<file path="src/fspp_pkg.sv">
// Purpose: Shared constants for the fault-share pin propagation block
// Assumes: 100 MHz system clock
// Notes:   Bit positions index the propagation mask word
package fspp_pkg;

  localparam logic [7:0]  CMD_PROPAGATE_MASK = 8'hd2;
  localparam logic [15:0] MASK_RESET         = 16'h2993;
  localparam logic [15:0] MASK_RESERVED      = 16'h0668;

  localparam int BIT_DECAY_HOLD  = 15;
  localparam int BIT_SHORT_CYCLE = 14;
  localparam int BIT_TON_MAX     = 13;
  localparam int BIT_PG_CMP      = 12;
  localparam int BIT_INT_OT      = 11;
  localparam int BIT_EXT_UT      = 8;
  localparam int BIT_EXT_OT      = 7;
  localparam int BIT_VIN_OV      = 4;
  localparam int BIT_IOUT_OC     = 2;
  localparam int BIT_VOUT_UV     = 1;
  localparam int BIT_VOUT_OV     = 0;

  localparam logic [1:0] RESP_IGNORE   = 2'h0;
  localparam logic [1:0] RESP_SHUTDOWN = 2'h2;

  localparam logic [7:0] PIN_RESP_INHIBIT = 8'hc0;
  localparam logic [7:0] PIN_RESP_IGNORE  = 8'h00;

  localparam int CLK_PERIOD_NS      = 10;
  localparam int SHORT_HOLD_MS      = 120;
  localparam int SHORT_HOLD_CYCLES  =
    SHORT_HOLD_MS * (1000000 / CLK_PERIOD_NS);
  localparam int HOLD_CNT_W         = 24;

  typedef enum logic [1:0] {
    FSPP_RUNNING  = 2'b00,
    FSPP_OFF_SEQ  = 2'b01,
    FSPP_SHORT_ON = 2'b10,
    FSPP_RELEASE  = 2'b11
  } fspp_cycle_e;

  function automatic logic fspp_acts(input logic [1:0] resp);
    return resp != RESP_IGNORE;
  endfunction : fspp_acts

endpackage : fspp_pkg

</file>
<file path="src/fspp_mask_reg.sv">
// Purpose: One page of the fault propagation mask word
// Assumes: Write and restore strobes are one-cycle pulses
// Notes:   Restore from nonvolatile store wins over a bus write
`timescale 1ns/1ps
`default_nettype none
module fspp_mask_reg (
  input  wire logic        sys_clk_in,
  input  wire logic        reset_n_in,
  input  wire logic        wr_en_in,
  input  wire logic [15:0] wr_data_in,
  input  wire logic        restore_en_in,
  input  wire logic [15:0] restore_data_in,
  output logic      [15:0] mask_out
);
  import fspp_pkg::*;

  logic [15:0] mask_r;
  logic [15:0] mask_nxt;

  assign mask_nxt = restore_en_in ? restore_data_in :
                    wr_en_in      ? wr_data_in      : mask_r;

  always_ff @(posedge sys_clk_in or negedge reset_n_in) begin
    if (!reset_n_in) mask_r <= MASK_RESET;
    else             mask_r <= mask_nxt;
  end

  assign mask_out = mask_r;
endmodule : fspp_mask_reg
`default_nettype wire

</file>
<file path="src/fspp_cycle_track.sv">
// Purpose: Tracks off/on cycling of one channel for the pin holds
// Assumes: run_cmd_in is the combined commanded-on level
// Notes:   Hold length is a parameter so simulation can shorten it
`timescale 1ns/1ps
`default_nettype none
module fspp_cycle_track #(
  parameter int HOLD_CYCLES = fspp_pkg::SHORT_HOLD_CYCLES
) (
  input  wire logic sys_clk_in,
  input  wire logic reset_n_in,
  input  wire logic run_cmd_in,
  input  wire logic off_seq_done_in,
  input  wire logic decayed_in,
  input  wire logic multiphase_in,
  output logic      short_hold_out,
  output logic      decay_hold_out
);
  import fspp_pkg::*;

  localparam logic [HOLD_CNT_W-1:0] HOLD_LAST =
    HOLD_CNT_W'(HOLD_CYCLES - 1);

  fspp_cycle_e              state_r;
  fspp_cycle_e              state_nxt;
  logic [HOLD_CNT_W-1:0]    cnt_r;
  logic                     run_d_r;
  logic                     decay_r;
  wire                      run_rise = run_cmd_in & ~run_d_r;
  wire                      run_fall = ~run_cmd_in & run_d_r;
  wire                      cnt_done = (cnt_r == HOLD_LAST);

  always_comb begin
    state_nxt = state_r;
    case (state_r)
      FSPP_RUNNING:  if (run_fall) state_nxt = FSPP_OFF_SEQ;
      FSPP_OFF_SEQ: begin
        if (off_seq_done_in)  state_nxt = FSPP_RUNNING;
        else if (run_rise)    state_nxt = FSPP_SHORT_ON;
      end
      FSPP_SHORT_ON: if (off_seq_done_in) state_nxt = FSPP_RELEASE;
      FSPP_RELEASE:  if (cnt_done) state_nxt = FSPP_RUNNING;
      default:       state_nxt = FSPP_RUNNING;
    endcase
  end

  always_ff @(posedge sys_clk_in or negedge reset_n_in) begin
    if (!reset_n_in) begin
      state_r <= FSPP_RUNNING;
      cnt_r   <= '0;
      // Matches the running state, so no false restart edge after reset
      run_d_r <= 1'b1;
      decay_r <= 1'b0;
    end else begin
      state_r <= state_nxt;
      run_d_r <= run_cmd_in;
      cnt_r   <= (state_r == FSPP_RELEASE) ? cnt_r + 1'b1 : '0;
      // Restart before decay is held off until the output falls
      if (decayed_in || !run_cmd_in) decay_r <= 1'b0;
      else if (run_rise && multiphase_in) decay_r <= 1'b1;
    end
  end

  assign short_hold_out = (state_r == FSPP_SHORT_ON) ||
                          (state_r == FSPP_RELEASE);
  assign decay_hold_out = decay_r;

  property p_short_release;
    @(posedge sys_clk_in) disable iff (!reset_n_in)
      (state_r == FSPP_RELEASE && cnt_done) |=> !short_hold_out;
  endproperty
  a_short_release: assert property (p_short_release)
    else $error("short-cycle hold not released after count");

  property p_decay_hold;
    @(posedge sys_clk_in) disable iff (!reset_n_in)
      (run_rise && multiphase_in && !decayed_in) |=> decay_hold_out;
  endproperty
  a_decay_hold: assert property (p_decay_hold)
    else $error("decay hold not raised on early restart");
endmodule : fspp_cycle_track
`default_nettype wire

</file>
<file path="src/fspp_top.sv">
// Purpose: Drives two open-drain fault-share pins from enabled faults
// Assumes: Fault inputs are synchronous levels, high when asserted
// Notes:   Notes on behaviour listed below
//
// Notes on behaviour
// Paged 16-bit mask at 0xd2, default 0x2993
// Ignored-response faults never reach the pin
// Pin 0 serves page 0, pin 1 page 1
// Early multiphase restart holds pin until decayed
// Short off/on cycle pulls pin, 120ms release
// Bit 13 maps turn-on timeout fault
// Bit 12 follows raw power-good comparator
// Bit 11 maps internal overtemperature
// Bit 8 maps external undertemperature
// Bit 7 maps external overtemperature
// Bit 4 maps input overvoltage
// Bit 2 maps output overcurrent
// Bit 1 maps output undervoltage
// Bit 0 maps output overvoltage
// Response 10 shuts down, 00 runs on
// Pin response 0xc0 three-states on external low
// Reserved mask bits written zero, ignored
// Pin pull is OR of enabled conditions
`timescale 1ns/1ps
`default_nettype none
module fspp_top #(
  parameter int SHORT_HOLD_CYC = fspp_pkg::SHORT_HOLD_CYCLES
) (
  input  wire logic            sys_clk_in,
  input  wire logic            reset_n_in,
  input  wire logic            cmd_valid_in,
  input  wire logic            cmd_write_in,
  input  wire logic [7:0]      cmd_code_in,
  input  wire logic            cmd_page_in,
  input  wire logic [15:0]     cmd_wdata_in,
  output logic      [15:0]     cmd_rdata_out,
  output logic                 cmd_hit_out,
  input  wire logic            nvm_restore_in,
  input  wire logic [15:0]     nvm_mask0_in,
  input  wire logic [15:0]     nvm_mask1_in,
  output logic      [15:0]     nvm_mask0_out,
  output logic      [15:0]     nvm_mask1_out,
  input  wire logic [1:0]      run_cmd_in,
  input  wire logic [1:0]      off_seq_done_in,
  input  wire logic [1:0]      decayed_in,
  input  wire logic [1:0]      chan_cfg_bit0_in,
  input  wire logic [1:0]      ton_max_fault_in,
  input  wire logic [1:0]      power_good_cmp_uv_in,
  input  wire logic            internal_overtemperature_fault_in,
  input  wire logic [1:0]      external_undertemperature_fault_in,
  input  wire logic [1:0]      external_overtemperature_fault_in,
  input  wire logic            input_overvoltage_fault_in,
  input  wire logic [1:0]      output_overcurrent_fault_in,
  input  wire logic [1:0]      output_undervoltage_fault_in,
  input  wire logic [1:0]      output_overvoltage_fault_in,
  input  wire logic [1:0][1:0] resp_ton_max_in,
  input  wire logic [1:0][1:0] resp_int_ot_in,
  input  wire logic [1:0][1:0] resp_ext_ut_in,
  input  wire logic [1:0][1:0] resp_ext_ot_in,
  input  wire logic [1:0][1:0] resp_vin_ov_in,
  input  wire logic [1:0][1:0] resp_iout_oc_in,
  input  wire logic [1:0][1:0] resp_vout_uv_in,
  input  wire logic [1:0][1:0] resp_vout_ov_in,
  input  wire logic [1:0][7:0] pin_resp_in,
  input  wire logic [1:0]      fault_share_pin_in,
  output logic      [1:0]      fault_share_pin_out,
  output logic      [1:0]      fault_share_pin_oe_n_out,
  output logic      [1:0]      shutdown_req_out,
  output logic      [1:0]      tristate_req_out
);
  import fspp_pkg::*;

  // Command decode
  wire        cmd_hit  = cmd_valid_in && (cmd_code_in == CMD_PROPAGATE_MASK);
  wire        wr_hit   = cmd_hit && cmd_write_in;
  wire        wr_page0 = wr_hit && !cmd_page_in;
  wire        wr_page1 = wr_hit &&  cmd_page_in;
  wire [15:0] mask0;
  wire [15:0] mask1;
  wire [15:0] rd_sel   = cmd_page_in ? mask1 : mask0;

  logic [15:0] rdata_r;
  logic        hit_r;

  always_ff @(posedge sys_clk_in or negedge reset_n_in) begin
    if (!reset_n_in) begin
      rdata_r <= '0;
      hit_r   <= 1'b0;
    end else begin
      hit_r   <= cmd_hit;
      rdata_r <= (cmd_hit && !cmd_write_in) ? rd_sel : rdata_r;
    end
  end

  assign cmd_rdata_out = rdata_r;
  assign cmd_hit_out   = hit_r;
  assign nvm_mask0_out = mask0;
  assign nvm_mask1_out = mask1;

  fspp_mask_reg u_mask0 (
    .sys_clk_in      (sys_clk_in),
    .reset_n_in      (reset_n_in),
    .wr_en_in        (wr_page0),
    .wr_data_in      (cmd_wdata_in),
    .restore_en_in   (nvm_restore_in),
    .restore_data_in (nvm_mask0_in),
    .mask_out        (mask0)
  );

  fspp_mask_reg u_mask1 (
    .sys_clk_in      (sys_clk_in),
    .reset_n_in      (reset_n_in),
    .wr_en_in        (wr_page1),
    .wr_data_in      (cmd_wdata_in),
    .restore_en_in   (nvm_restore_in),
    .restore_data_in (nvm_mask1_in),
    .mask_out        (mask1)
  );

  // Per-page condition vectors, laid out like the mask word
  logic [15:0]      cond [2];
  logic [1:0][15:0] live;
  logic [1:0]       short_hold;
  logic [1:0]       decay_hold;
  logic [1:0]       pull_r;
  logic [1:0]       shut_r;
  logic [1:0]       tri_r;
  logic [1:0]       pull_nxt;
  logic [1:0]       shut_nxt;
  logic [1:0]       tri_nxt;

  genvar ch;
  generate
    for (ch = 0; ch < 2; ch++) begin : g_ch
      fspp_cycle_track #(
        .HOLD_CYCLES (SHORT_HOLD_CYC)
      ) u_track (
        .sys_clk_in      (sys_clk_in),
        .reset_n_in      (reset_n_in),
        .run_cmd_in      (run_cmd_in[ch]),
        .off_seq_done_in (off_seq_done_in[ch]),
        .decayed_in      (decayed_in[ch]),
        .multiphase_in   (!chan_cfg_bit0_in[ch]),
        .short_hold_out  (short_hold[ch]),
        .decay_hold_out  (decay_hold[ch])
      );

      // Faults only count when their response acts on them
      always_comb begin
        cond[ch] = '0;
        cond[ch][BIT_DECAY_HOLD]  = decay_hold[ch];
        cond[ch][BIT_SHORT_CYCLE] = short_hold[ch];
        cond[ch][BIT_TON_MAX]     = ton_max_fault_in[ch] &&
                                    fspp_acts(resp_ton_max_in[ch]);
        cond[ch][BIT_PG_CMP]      = power_good_cmp_uv_in[ch];
        cond[ch][BIT_INT_OT]      = internal_overtemperature_fault_in &&
                                    fspp_acts(resp_int_ot_in[ch]);
        cond[ch][BIT_EXT_UT]      = external_undertemperature_fault_in[ch] &&
                                    fspp_acts(resp_ext_ut_in[ch]);
        cond[ch][BIT_EXT_OT]      = external_overtemperature_fault_in[ch] &&
                                    fspp_acts(resp_ext_ot_in[ch]);
        cond[ch][BIT_VIN_OV]      = input_overvoltage_fault_in &&
                                    fspp_acts(resp_vin_ov_in[ch]);
        cond[ch][BIT_IOUT_OC]     = output_overcurrent_fault_in[ch] &&
                                    fspp_acts(resp_iout_oc_in[ch]);
        cond[ch][BIT_VOUT_UV]     = output_undervoltage_fault_in[ch] &&
                                    fspp_acts(resp_vout_uv_in[ch]);
        cond[ch][BIT_VOUT_OV]     = output_overvoltage_fault_in[ch] &&
                                    fspp_acts(resp_vout_ov_in[ch]);
      end

      // Reserved bits masked off so stray writes cannot pull the pin
      assign live[ch] = cond[ch] & (ch == 0 ? mask0 : mask1) &
                        ~MASK_RESERVED;
      assign pull_nxt[ch] = |live[ch];

      assign shut_nxt[ch] =
        (ton_max_fault_in[ch] && resp_ton_max_in[ch] == RESP_SHUTDOWN) ||
        (internal_overtemperature_fault_in &&
         resp_int_ot_in[ch] == RESP_SHUTDOWN) ||
        (external_undertemperature_fault_in[ch] &&
         resp_ext_ut_in[ch] == RESP_SHUTDOWN) ||
        (external_overtemperature_fault_in[ch] &&
         resp_ext_ot_in[ch] == RESP_SHUTDOWN) ||
        (input_overvoltage_fault_in &&
         resp_vin_ov_in[ch] == RESP_SHUTDOWN) ||
        (output_overcurrent_fault_in[ch] &&
         resp_iout_oc_in[ch] == RESP_SHUTDOWN) ||
        (output_undervoltage_fault_in[ch] &&
         resp_vout_uv_in[ch] == RESP_SHUTDOWN) ||
        (output_overvoltage_fault_in[ch] &&
         resp_vout_ov_in[ch] == RESP_SHUTDOWN);

      // Own pull-down would look like an external one, so exclude it
      assign tri_nxt[ch] = !fault_share_pin_in[ch] && !pull_r[ch] &&
                           (pin_resp_in[ch] == PIN_RESP_INHIBIT);
    end
  endgenerate

  always_ff @(posedge sys_clk_in or negedge reset_n_in) begin
    if (!reset_n_in) begin
      pull_r <= '0;
      shut_r <= '0;
      tri_r  <= '0;
    end else begin
      pull_r <= pull_nxt;
      shut_r <= shut_nxt;
      tri_r  <= tri_nxt;
    end
  end

  assign fault_share_pin_out      = '0;
  assign fault_share_pin_oe_n_out = ~pull_r;
  assign shutdown_req_out         = shut_r;
  assign tristate_req_out         = tri_r;

  property p_mask_write;
    @(posedge sys_clk_in) disable iff (!reset_n_in)
      (wr_page0 && !nvm_restore_in) |=> mask0 == $past(cmd_wdata_in);
  endproperty
  a_mask_write: assert property (p_mask_write)
    else $error("page 0 mask write not stored");

  property p_mask_read;
    @(posedge sys_clk_in) disable iff (!reset_n_in)
      (cmd_hit && !cmd_write_in && cmd_page_in) |=>
        cmd_hit_out && cmd_rdata_out == $past(mask1);
  endproperty
  a_mask_read: assert property (p_mask_read)
    else $error("page 1 mask read returned wrong word");

  property p_ignored_fault;
    @(posedge sys_clk_in) disable iff (!reset_n_in)
      (resp_ton_max_in[0] == RESP_IGNORE) |-> !cond[0][BIT_TON_MAX];
  endproperty
  a_ignored_fault: assert property (p_ignored_fault)
    else $error("ignored fault reached pin condition");

  property p_page_isolation;
    @(posedge sys_clk_in) disable iff (!reset_n_in)
      (live[1] == '0) |=> fault_share_pin_oe_n_out[1];
  endproperty
  a_page_isolation: assert property (p_page_isolation)
    else $error("pin 1 pulled with no page 1 condition");

  property p_ton_max;
    @(posedge sys_clk_in) disable iff (!reset_n_in)
      (mask0[BIT_TON_MAX] && ton_max_fault_in[0] &&
       resp_ton_max_in[0] != RESP_IGNORE) |=>
        !fault_share_pin_oe_n_out[0];
  endproperty
  a_ton_max: assert property (p_ton_max)
    else $error("turn-on timeout did not pull pin 0");

  property p_pg_follow;
    @(posedge sys_clk_in) disable iff (!reset_n_in)
      (mask1[BIT_PG_CMP] && power_good_cmp_uv_in[1]) |=>
        !fault_share_pin_oe_n_out[1];
  endproperty
  a_pg_follow: assert property (p_pg_follow)
    else $error("pin 1 did not follow comparator");

  property p_int_ot;
    @(posedge sys_clk_in) disable iff (!reset_n_in)
      (mask0[BIT_INT_OT] && internal_overtemperature_fault_in &&
       resp_int_ot_in[0] != RESP_IGNORE) |=> !fault_share_pin_oe_n_out[0];
  endproperty
  a_int_ot: assert property (p_int_ot)
    else $error("internal overtemperature did not pull pin 0");

  property p_vin_ov;
    @(posedge sys_clk_in) disable iff (!reset_n_in)
      (mask1[BIT_VIN_OV] && input_overvoltage_fault_in &&
       resp_vin_ov_in[1] != RESP_IGNORE) |=> !fault_share_pin_oe_n_out[1];
  endproperty
  a_vin_ov: assert property (p_vin_ov)
    else $error("input overvoltage did not pull pin 1");

  property p_reserved;
    @(posedge sys_clk_in) disable iff (!reset_n_in)
      ((live[0] | live[1]) & MASK_RESERVED) == '0;
  endproperty
  a_reserved: assert property (p_reserved)
    else $error("reserved mask bit reached a pin");

  property p_shutdown;
    @(posedge sys_clk_in) disable iff (!reset_n_in)
      (output_overvoltage_fault_in[0] &&
       resp_vout_ov_in[0] == RESP_SHUTDOWN) |=> shutdown_req_out[0];
  endproperty
  a_shutdown: assert property (p_shutdown)
    else $error("shutdown response not requested");

  property p_inhibit;
    @(posedge sys_clk_in) disable iff (!reset_n_in)
      (!fault_share_pin_in[1] && !pull_r[1] &&
       pin_resp_in[1] == PIN_RESP_INHIBIT) |=> tristate_req_out[1] ##1
      (tristate_req_out[1] || fault_share_pin_in[1] || pull_r[1] ||
       pin_resp_in[1] != PIN_RESP_INHIBIT);
  endproperty
  a_inhibit: assert property (p_inhibit)
    else $error("external pin low did not request three-state");
endmodule : fspp_top
`default_nettype wire

</file>
<file path="config.mk">
export PLATFORM = sky130hd
export DESIGN_NAME = fspp_top
export DESIGN_NICKNAME = d
export VERILOG_FILES = /design/src/fspp_pkg.sv /design/src/fspp_mask_reg.sv /design/src/fspp_cycle_track.sv /design/src/fspp_top.sv
export SDC_FILE = /design/constraint.sdc
export NUM_CORES = 1
export LEC_CHECK = 0
export BUFFER_PORTS_ARGS = -buffer_cell sky130_fd_sc_hd__buf_2
export CAP_MARGIN = 30
export CORE_MARGIN = 2
export CORE_UTILIZATION = 51
export DETAILED_ROUTE_END_ITERATION = 10
export PLACE_DENSITY = 0.92
export SYNTH_ARGS = -nofsm -noshare
export SYNTH_HDL_FRONTEND = slang
export SYNTH_SLANG_ARGS = --single-unit
export TNS_END_PERCENT = 50
</file>
<file path="constraint.sdc">
create_clock -name sys_clk_in -period 2.5 [get_ports sys_clk_in]
set_input_delay 0.125 -clock sys_clk_in [delete_from_list [all_inputs] [get_ports sys_clk_in]]
set_output_delay 0.125 -clock sys_clk_in [all_outputs]
set_load 0.01 [all_outputs]
</file>
==> results.toml, run 1 <==
[setup_path]
crit_fanout = 7
r2r_cells = 5
crit_path_start = "g_ch[1].u_track.cnt_r[0]"
r2r_setup_slack_ps = 400
arrival_ps = 2370
reg2reg_to = "g_ch[1].u_track.cnt_r[20]"
critPathRequiredTime_ps = 2770
crit_slowest_cell = "or4_1"
critPathKind = "reg -> reg"
critical_path.cell_chain = "ha_1 > nand4_1 > or4_1 > or3_1 > a21oi_1"
critical_path_buf_inv_count = 0
r2r_start = "g_ch[1].u_track.cnt_r[0]"
cp_top_family = "simple AND/OR/NAND/NOR gates"
end_kind = "flop"
cp_slowest_stage_delay_ps = 640
start_kind = "flop"

[global_route]
grt_pass1_wl_microns = 26990
overflow = 0
antenna_found_initial = 4
grt_pass1_vias = 5367
grt_max_degree = 48
grt_usage = 0.2946

[synthesis]
ys.warnings.count = 0
ys_seq_area_frac = 0.4857
syn_area_per_cell_sq_um = 10.49
synth_top_flop_cell = "dfrtp_1"
netlist_area_sq_um = 5761
ys_async_sr_fraction = 1.000
postSynthRegisterBits = 111
synth_edf_count = 0
netlist-cell-type-count = 49
postSynthCellCount = 549

[sta]
finClkSkew_ps = 11.16
slew_headroom = 0.3320
max_freq_mhz = 476.4
slew_violations = 0
finalWorstSetupSlack_ps = 401.0
setup_viol = 0
final.period_utilization = 0.8396
tightest_slew_ps = 1002
finalSetupTns_ps = 0
period_minus_slack_ps = 2099
final-hold-violation-count = 0
grt_setup_unrepaired = "false"

[placed_design]
numPortBuffers = 190
gp_congestion = 0.8713
preCtsSetupSlack_ps = 407.7
dp_hpwl_microns = 11850

[min_path]
min_path_cells = 2
min-delay-start = "nvm_mask1_in[3]"
hold_end = "u_mask1.mask_out[3]"
hold_path.class = "in -> reg"

[power_and_ir_drop]
p_int_mw = 3.081
p_sw_frac = 0.2983
switchingPower_mw = 1.310
seqPwrFrac = 0.488
power.density_nw_per_um2 = 594.8
comb_power_share = 0.189
pwr-share-clk = 0.323
vdd_ir_drop_max_v = 0.0004610
p_leak_nw = 3.407

[finish]
nets = 894
drive_above_1_share = 0.3890
n_fill_cell = 745
seq_area_sq_um = 2798
postLayoutCoreUtil = 0.6751
syn_to_final_growth_pct = 28.15
multi_input_area_sq_um = 2801

[floorplan]
die_x_microns = 110.3
num_io_pins = 193
num_rows = 38
design.core.area_sq_um = 10940
chipHeight_microns = 110.3
dieArea_sq_um = 12160
start_util = 0.5268

[drt]
num_vias = 5462
vias_per_cell = 6.035
wl_microns = 17300
wire_per_inst_microns = 19.12
dr.pass1.iters = 5
initialDrtViolationCount = 434
antenna_left = 0
drc = 0

[clock_tree]
clockBufferDepth = 2
htreeDepth = 3
cts_buffers = 9
cts_tree = "done"
clock-sinks = 111
clock_latency_ps = 350
clk_pin_slew_ps = 80
post_cts_buffers = 0
cts_root_buf = "clkbuf_16"

[outcome]
status = "completed"

[job]
drv_cap = 0
## synth_stat cells (13+ instances only)
library cell,count,area share
nand3_1,18,0.016
clkbuf_1,19,0.012
nand2_1,43,0.028
dfrtp_1,95,0.41
inv_1,13,0.0085
nand4_1,19,0.021
mux2i_1,16,0.028
mux2_2,58,0.11
o21ai_0,33,0.029
nor2_1,40,0.026
o211ai_1,17,0.022
xor2_1,14,0.021
a21oi_1,19,0.017
dfstp_2,16,0.073
## worst max-delay path by stage
| stage | to | slack (ps) | cells past startpoint |
|---|---|---|---|
| detailed placement | g_ch[1].u_track.cnt_r[20] | 410 | 5 |
| finish | g_ch[1].u_track.cnt_r[20] | 400 | 5 |
| floorplan | g_ch[1].u_track.cnt_r[20] | 560 | 6 |
| global placement | g_ch[1].u_track.cnt_r[20] | 480 | 5 |
| global route | g_ch[1].u_track.cnt_r[20] | 200 | 5 |
| CTS | g_ch[1].u_track.cnt_r[20] | 400 | 5 |
## cells in the final DEF (no fill, tap or decap), types with 13 or more instances in the layout
| cell type | instances |
|---|---|
| dfstp_2 | 16 |
| dlygate4sd3_1 | 23 |
| xor2_1 | 14 |
| buf_2 | 189 |
| mux2_2 | 58 |
| nor2_1 | 40 |
| nand3_1 | 18 |
| inv_1 | 13 |
| o21ai_0 | 33 |
| dfrtp_1 | 95 |
| mux2i_1 | 16 |
| nand4_1 | 19 |
| o211ai_1 | 17 |
| nand2_1 | 43 |
| a21oi_1 | 19 |
## cells by family after synthesis
logic type                 Yosys count  share of synthesized area
muxes                               76                     0.1451
buffers and inverters               39                    0.02867
DFF                                111                     0.4857
and+or+nand+nor                    204                     0.2000
xor gates and xnor gates            25                    0.03801
adders and majority gates            2                   0.004343
AOI/OAI and AO/OA                   91                    0.09753
other                                1                  0.0006510
## power by group through the flow
stage          clock [mW]  combinational (mW)  sequential [mW]
2_1_floorplan           0               0.413             2.14
3_3_place_gp            0               0.747             2.15
3_5_place_dp            0               0.773             2.16
4_1_cts              1.44               0.812             2.13
5_1_grt              1.51               0.915             2.15
6_report             1.42               0.831             2.14
## stage by stage
| stage | area (sq um) | cells | total power [mW] | hold slack, ps |
|---|---|---|---|---|
| final | 7382 | 905 | 4.391 | 9.958 |
| after global routing | 7382 | 905 | 4.579 | 7.808 |
| after CTS | 7372 | 901 | 4.382 | 0.02878 |
| after detailed placement | 6849 | 862 | 2.931 | 174.3 |
| after global placement | 6849 | 862 | 2.893 | 168.9 |
| after floorplan | 5764 | 550 | 2.557 | -170.6 |
## what timing repair did
action / CTS / global route
resized for setup: 0 / 0
setup endpoints to repair: 0 / 0
endpoints found under the hold margin: 60 / 0
hold buffers: 23 / 0
## state kept, by name, summed over array words and instances (netlist names), named ones only
register,flops
cmd_hit_out,1
shutdown_req_out,2
u_mask1.mask_out,16
pull_r,2
cmd_rdata_out,16
u_mask0.mask_out,16
g_ch.u_track.state_r,2
g_ch.u_track.run_d_r,2
g_ch.u_track.decay_hold_out,2
tristate_req_out,2
g_ch.u_track.cnt_r,48
## final cells by class
cell class,count,area share
Antenna cell,4,0.001356
Clock buffer,11,0.03288
Multi-Input combinational cell,400,0.3795
Sequential cell,111,0.3790
Clock inverter,5,0.006780
Tap cell,140,0.02373
Inverter,13,0.006610
Timing Repair Buffer,221,0.1702
## per-layer routing
metal  part of all wire  global-route usage  vias up
met1               0.36              0.3399     2646
met5                  0                   0        -
met2               0.50              0.4956      298
li1                   -                   -     2447
met4              0.061              0.1884        0
met3              0.079             0.06467       71
Note: power is estimated with default switching activity, not from simulation.
==> run 2, diff against run 1 <==
Settings changed: CORE_UTILIZATION 51 to 46, PLACE_DENSITY 0.92 to 0.88.
Clock period 2.5 ns to 1.8 ns, I/O delays scaled along.
==> run 2 against run 1 <==
Compared with the run above: the flow now finishes with violations (negative setup slack); first-iteration DRC count increased by 31%; clock power is 33% higher; sequential power up 38%; hold slack got worse by 10 ps; die area increased by 10%; fmax rose by 14%; largest power group unchanged; highest routed layer unchanged.
==> results.toml, run 2 (synthesized netlist as in run 1, its figures left out) <==
[outcome]
status = "finished with violations"
failed_checks = "negative setup slack"

[finish]
finalNonFillerCells = 994
regMostFlops = "g_ch.u_track.cnt_r"
largest_register_ffs = 48
final_cell_mix = "buf_2 (189), dfrtp_1 (95), mux2_2 (54)"
drive_above_1_share = 0.4150
postLayoutCoreUtil = 0.6600
nets = 957
layout_commonest_cell = "buf_2"
syn_to_final_growth_pct = 38.77

[clock_tree]
clock-sinks = 111
htreeDepth = 3
cts_tree = "done"
cts_buffers = 9
clockBufferDepth = 2
cts_root_buf = "clkbuf_16"
clock_latency_ps = 370
clk_pin_slew_ps = 70

[power_and_ir_drop]
p_sw_frac = 0.2967
power.density_nw_per_um2 = 785.9
pwr-share-clk = 0.300
vdd_ir_drop_max_v = 0.0005268
comb_power_share = 0.230
p_leak_nw = 3.717
seqPwrFrac = 0.470
switchingPower_mw = 1.864
p_int_mw = 4.418

[placed_design]
placed_cells = 929
preCtsSetupSlack_ps = -141.2
gp_congestion = 0.9329
numPortBuffers = 190
dp_hpwl_microns = 13100

[sta]
finalWorstSetupSlack_ps = -46.03
hold_ws_ps = 0.007522
period_minus_slack_ps = 1846
grt_setup_unrepaired = "true"
setup_viol = 5
slew_violations = 0
final.period_utilization = 1.026
final-hold-violation-count = 0
finClkSkew_ps = 9.533
tightest_slew_ps = 811.4
finalSetupTns_ps = -94.81
slew_headroom = 0.4591
max_freq_mhz = 541.7

[global_route]
grt_pass1_wl_microns = 31970
overflow = 0
grt_usage = 0.3173
grt_max_degree = 37
grt_pass1_vias = 6157
antenna_found_initial = 2

[floorplan]
num_rows = 40
die_x_microns = 115.9
design.core.area_sq_um = 12110
dieArea_sq_um = 13430
num_io_pins = 193
start_util = 0.4756
chipHeight_microns = 115.9

[drt]
dr.pass1.iters = 6
num_vias = 5949
initialDrtViolationCount = 568
drc = 0
wl_microns = 20660
vias_per_cell = 5.985
wire_per_inst_microns = 20.78
antenna_left = 0

[setup_path]
crit_fanout = 9
r2r_cells = 4
critPathRequiredTime_ps = 2090
start_kind = "flop"
end_kind = "flop"
reg2reg_to = "g_ch[1].u_track.cnt_r[23]"
arrival_ps = 2140
r2r_setup_slack_ps = -50
r2r_start = "g_ch[1].u_track.cnt_r[0]"
critPathKind = "reg -> reg"

[job]
drv_cap = 0

[min_path]
min-delay-start = "pin_resp_in[14]"
min_path_cells = 2
hold_path.class = "in -> reg"
hold_end = "tristate_req_out[1]"
## run 2: changes by cell type in the layout (fill, tap and decap cells not counted), sizes merged
cell         previous run  this run
buf                   198       241
clkbuf                 11        15
clkinv                  3         0
clkinvlp                0         1
diode                   4         2
dlygate4sd3            23        43
inv                    15        13
## run 2: metrics by stage
step / cell area [sq um] / power, mW
2_1_floorplan: 5791 / 3.560
3_3_place_gp: 7232 / 4.140
3_5_place_dp: 7232 / 4.205
4_1_cts: 7950 / 6.147
5_1_grt: 7994 / 6.518
6_report: 7994 / 6.282
## run 2: layer usage
metal  up-vias  global-route usage  routed length [microns]
met3       140             0.08839                     1846
met1      2842              0.3424                     7000
met4         0              0.2738                     1810
met5         -                   0                        0
met2       406              0.5138                     9998
li1       2561                   -                        -
## run 2: layout make-up
type	count	area, sq um
inverters	13	48.80
clock inverters	1	7.507
diodes	2	5.005
multi-input cells	400	2850
repair buffers	284	1817
clock buffers	15	257.7
flip-flops and latches	111	2798
well taps	168	210.2
fillers	843	4118
## run 2: what timing repair did
| action | in CTS | in global routing |
|---|---|---|
| hold buffers | 43 | 0 |
| gates resized for setup | 2 | 5 |
| buffers inserted | 2 | 2 |
| pin swaps | 4 | 4 |
| hold endpoints to repair | 67 | 0 |
| setup endpoints to repair | 8 | 11 |
## run 2: how the worst max path moves through the flow
stage	start	endpoint	slack [ps]	depth (start not counted)
after floorplan	cmd_code_in[0]	u_mask1.mask_out[10]	-60	5
after global placement	g_ch[1].u_track.cnt_r[1]	g_ch[1].u_track.cnt_r[21]	-100	4
after detailed placement	cmd_code_in[0]	u_mask0.mask_out[14]	-140	6
after CTS	g_ch[1].u_track.cnt_r[0]	g_ch[1].u_track.cnt_r[23]	-30	4
after global routing	g_ch[1].u_track.cnt_r[0]	g_ch[1].u_track.cnt_r[22]	-110	6
final	g_ch[1].u_track.cnt_r[0]	g_ch[1].u_track.cnt_r[23]	-50	4
## run 2: power by group through the flow
stage | Sequential, mW | Combinational, mW | Clock (mW)
floorplan | 2.98 | 0.580 | 0
global placement | 2.96 | 1.18 | 0
detailed placement | 2.97 | 1.23 | 0
CTS | 2.93 | 1.33 | 1.89
global route | 2.97 | 1.56 | 1.99
finish | 2.95 | 1.44 | 1.89
## run 2: critical path, cell delays in order (launching register included)
cell     delay (ps)
dfrtp_1         370
and4_1          240
or4b_4          530
or4b_1          490
a21oi_1         150
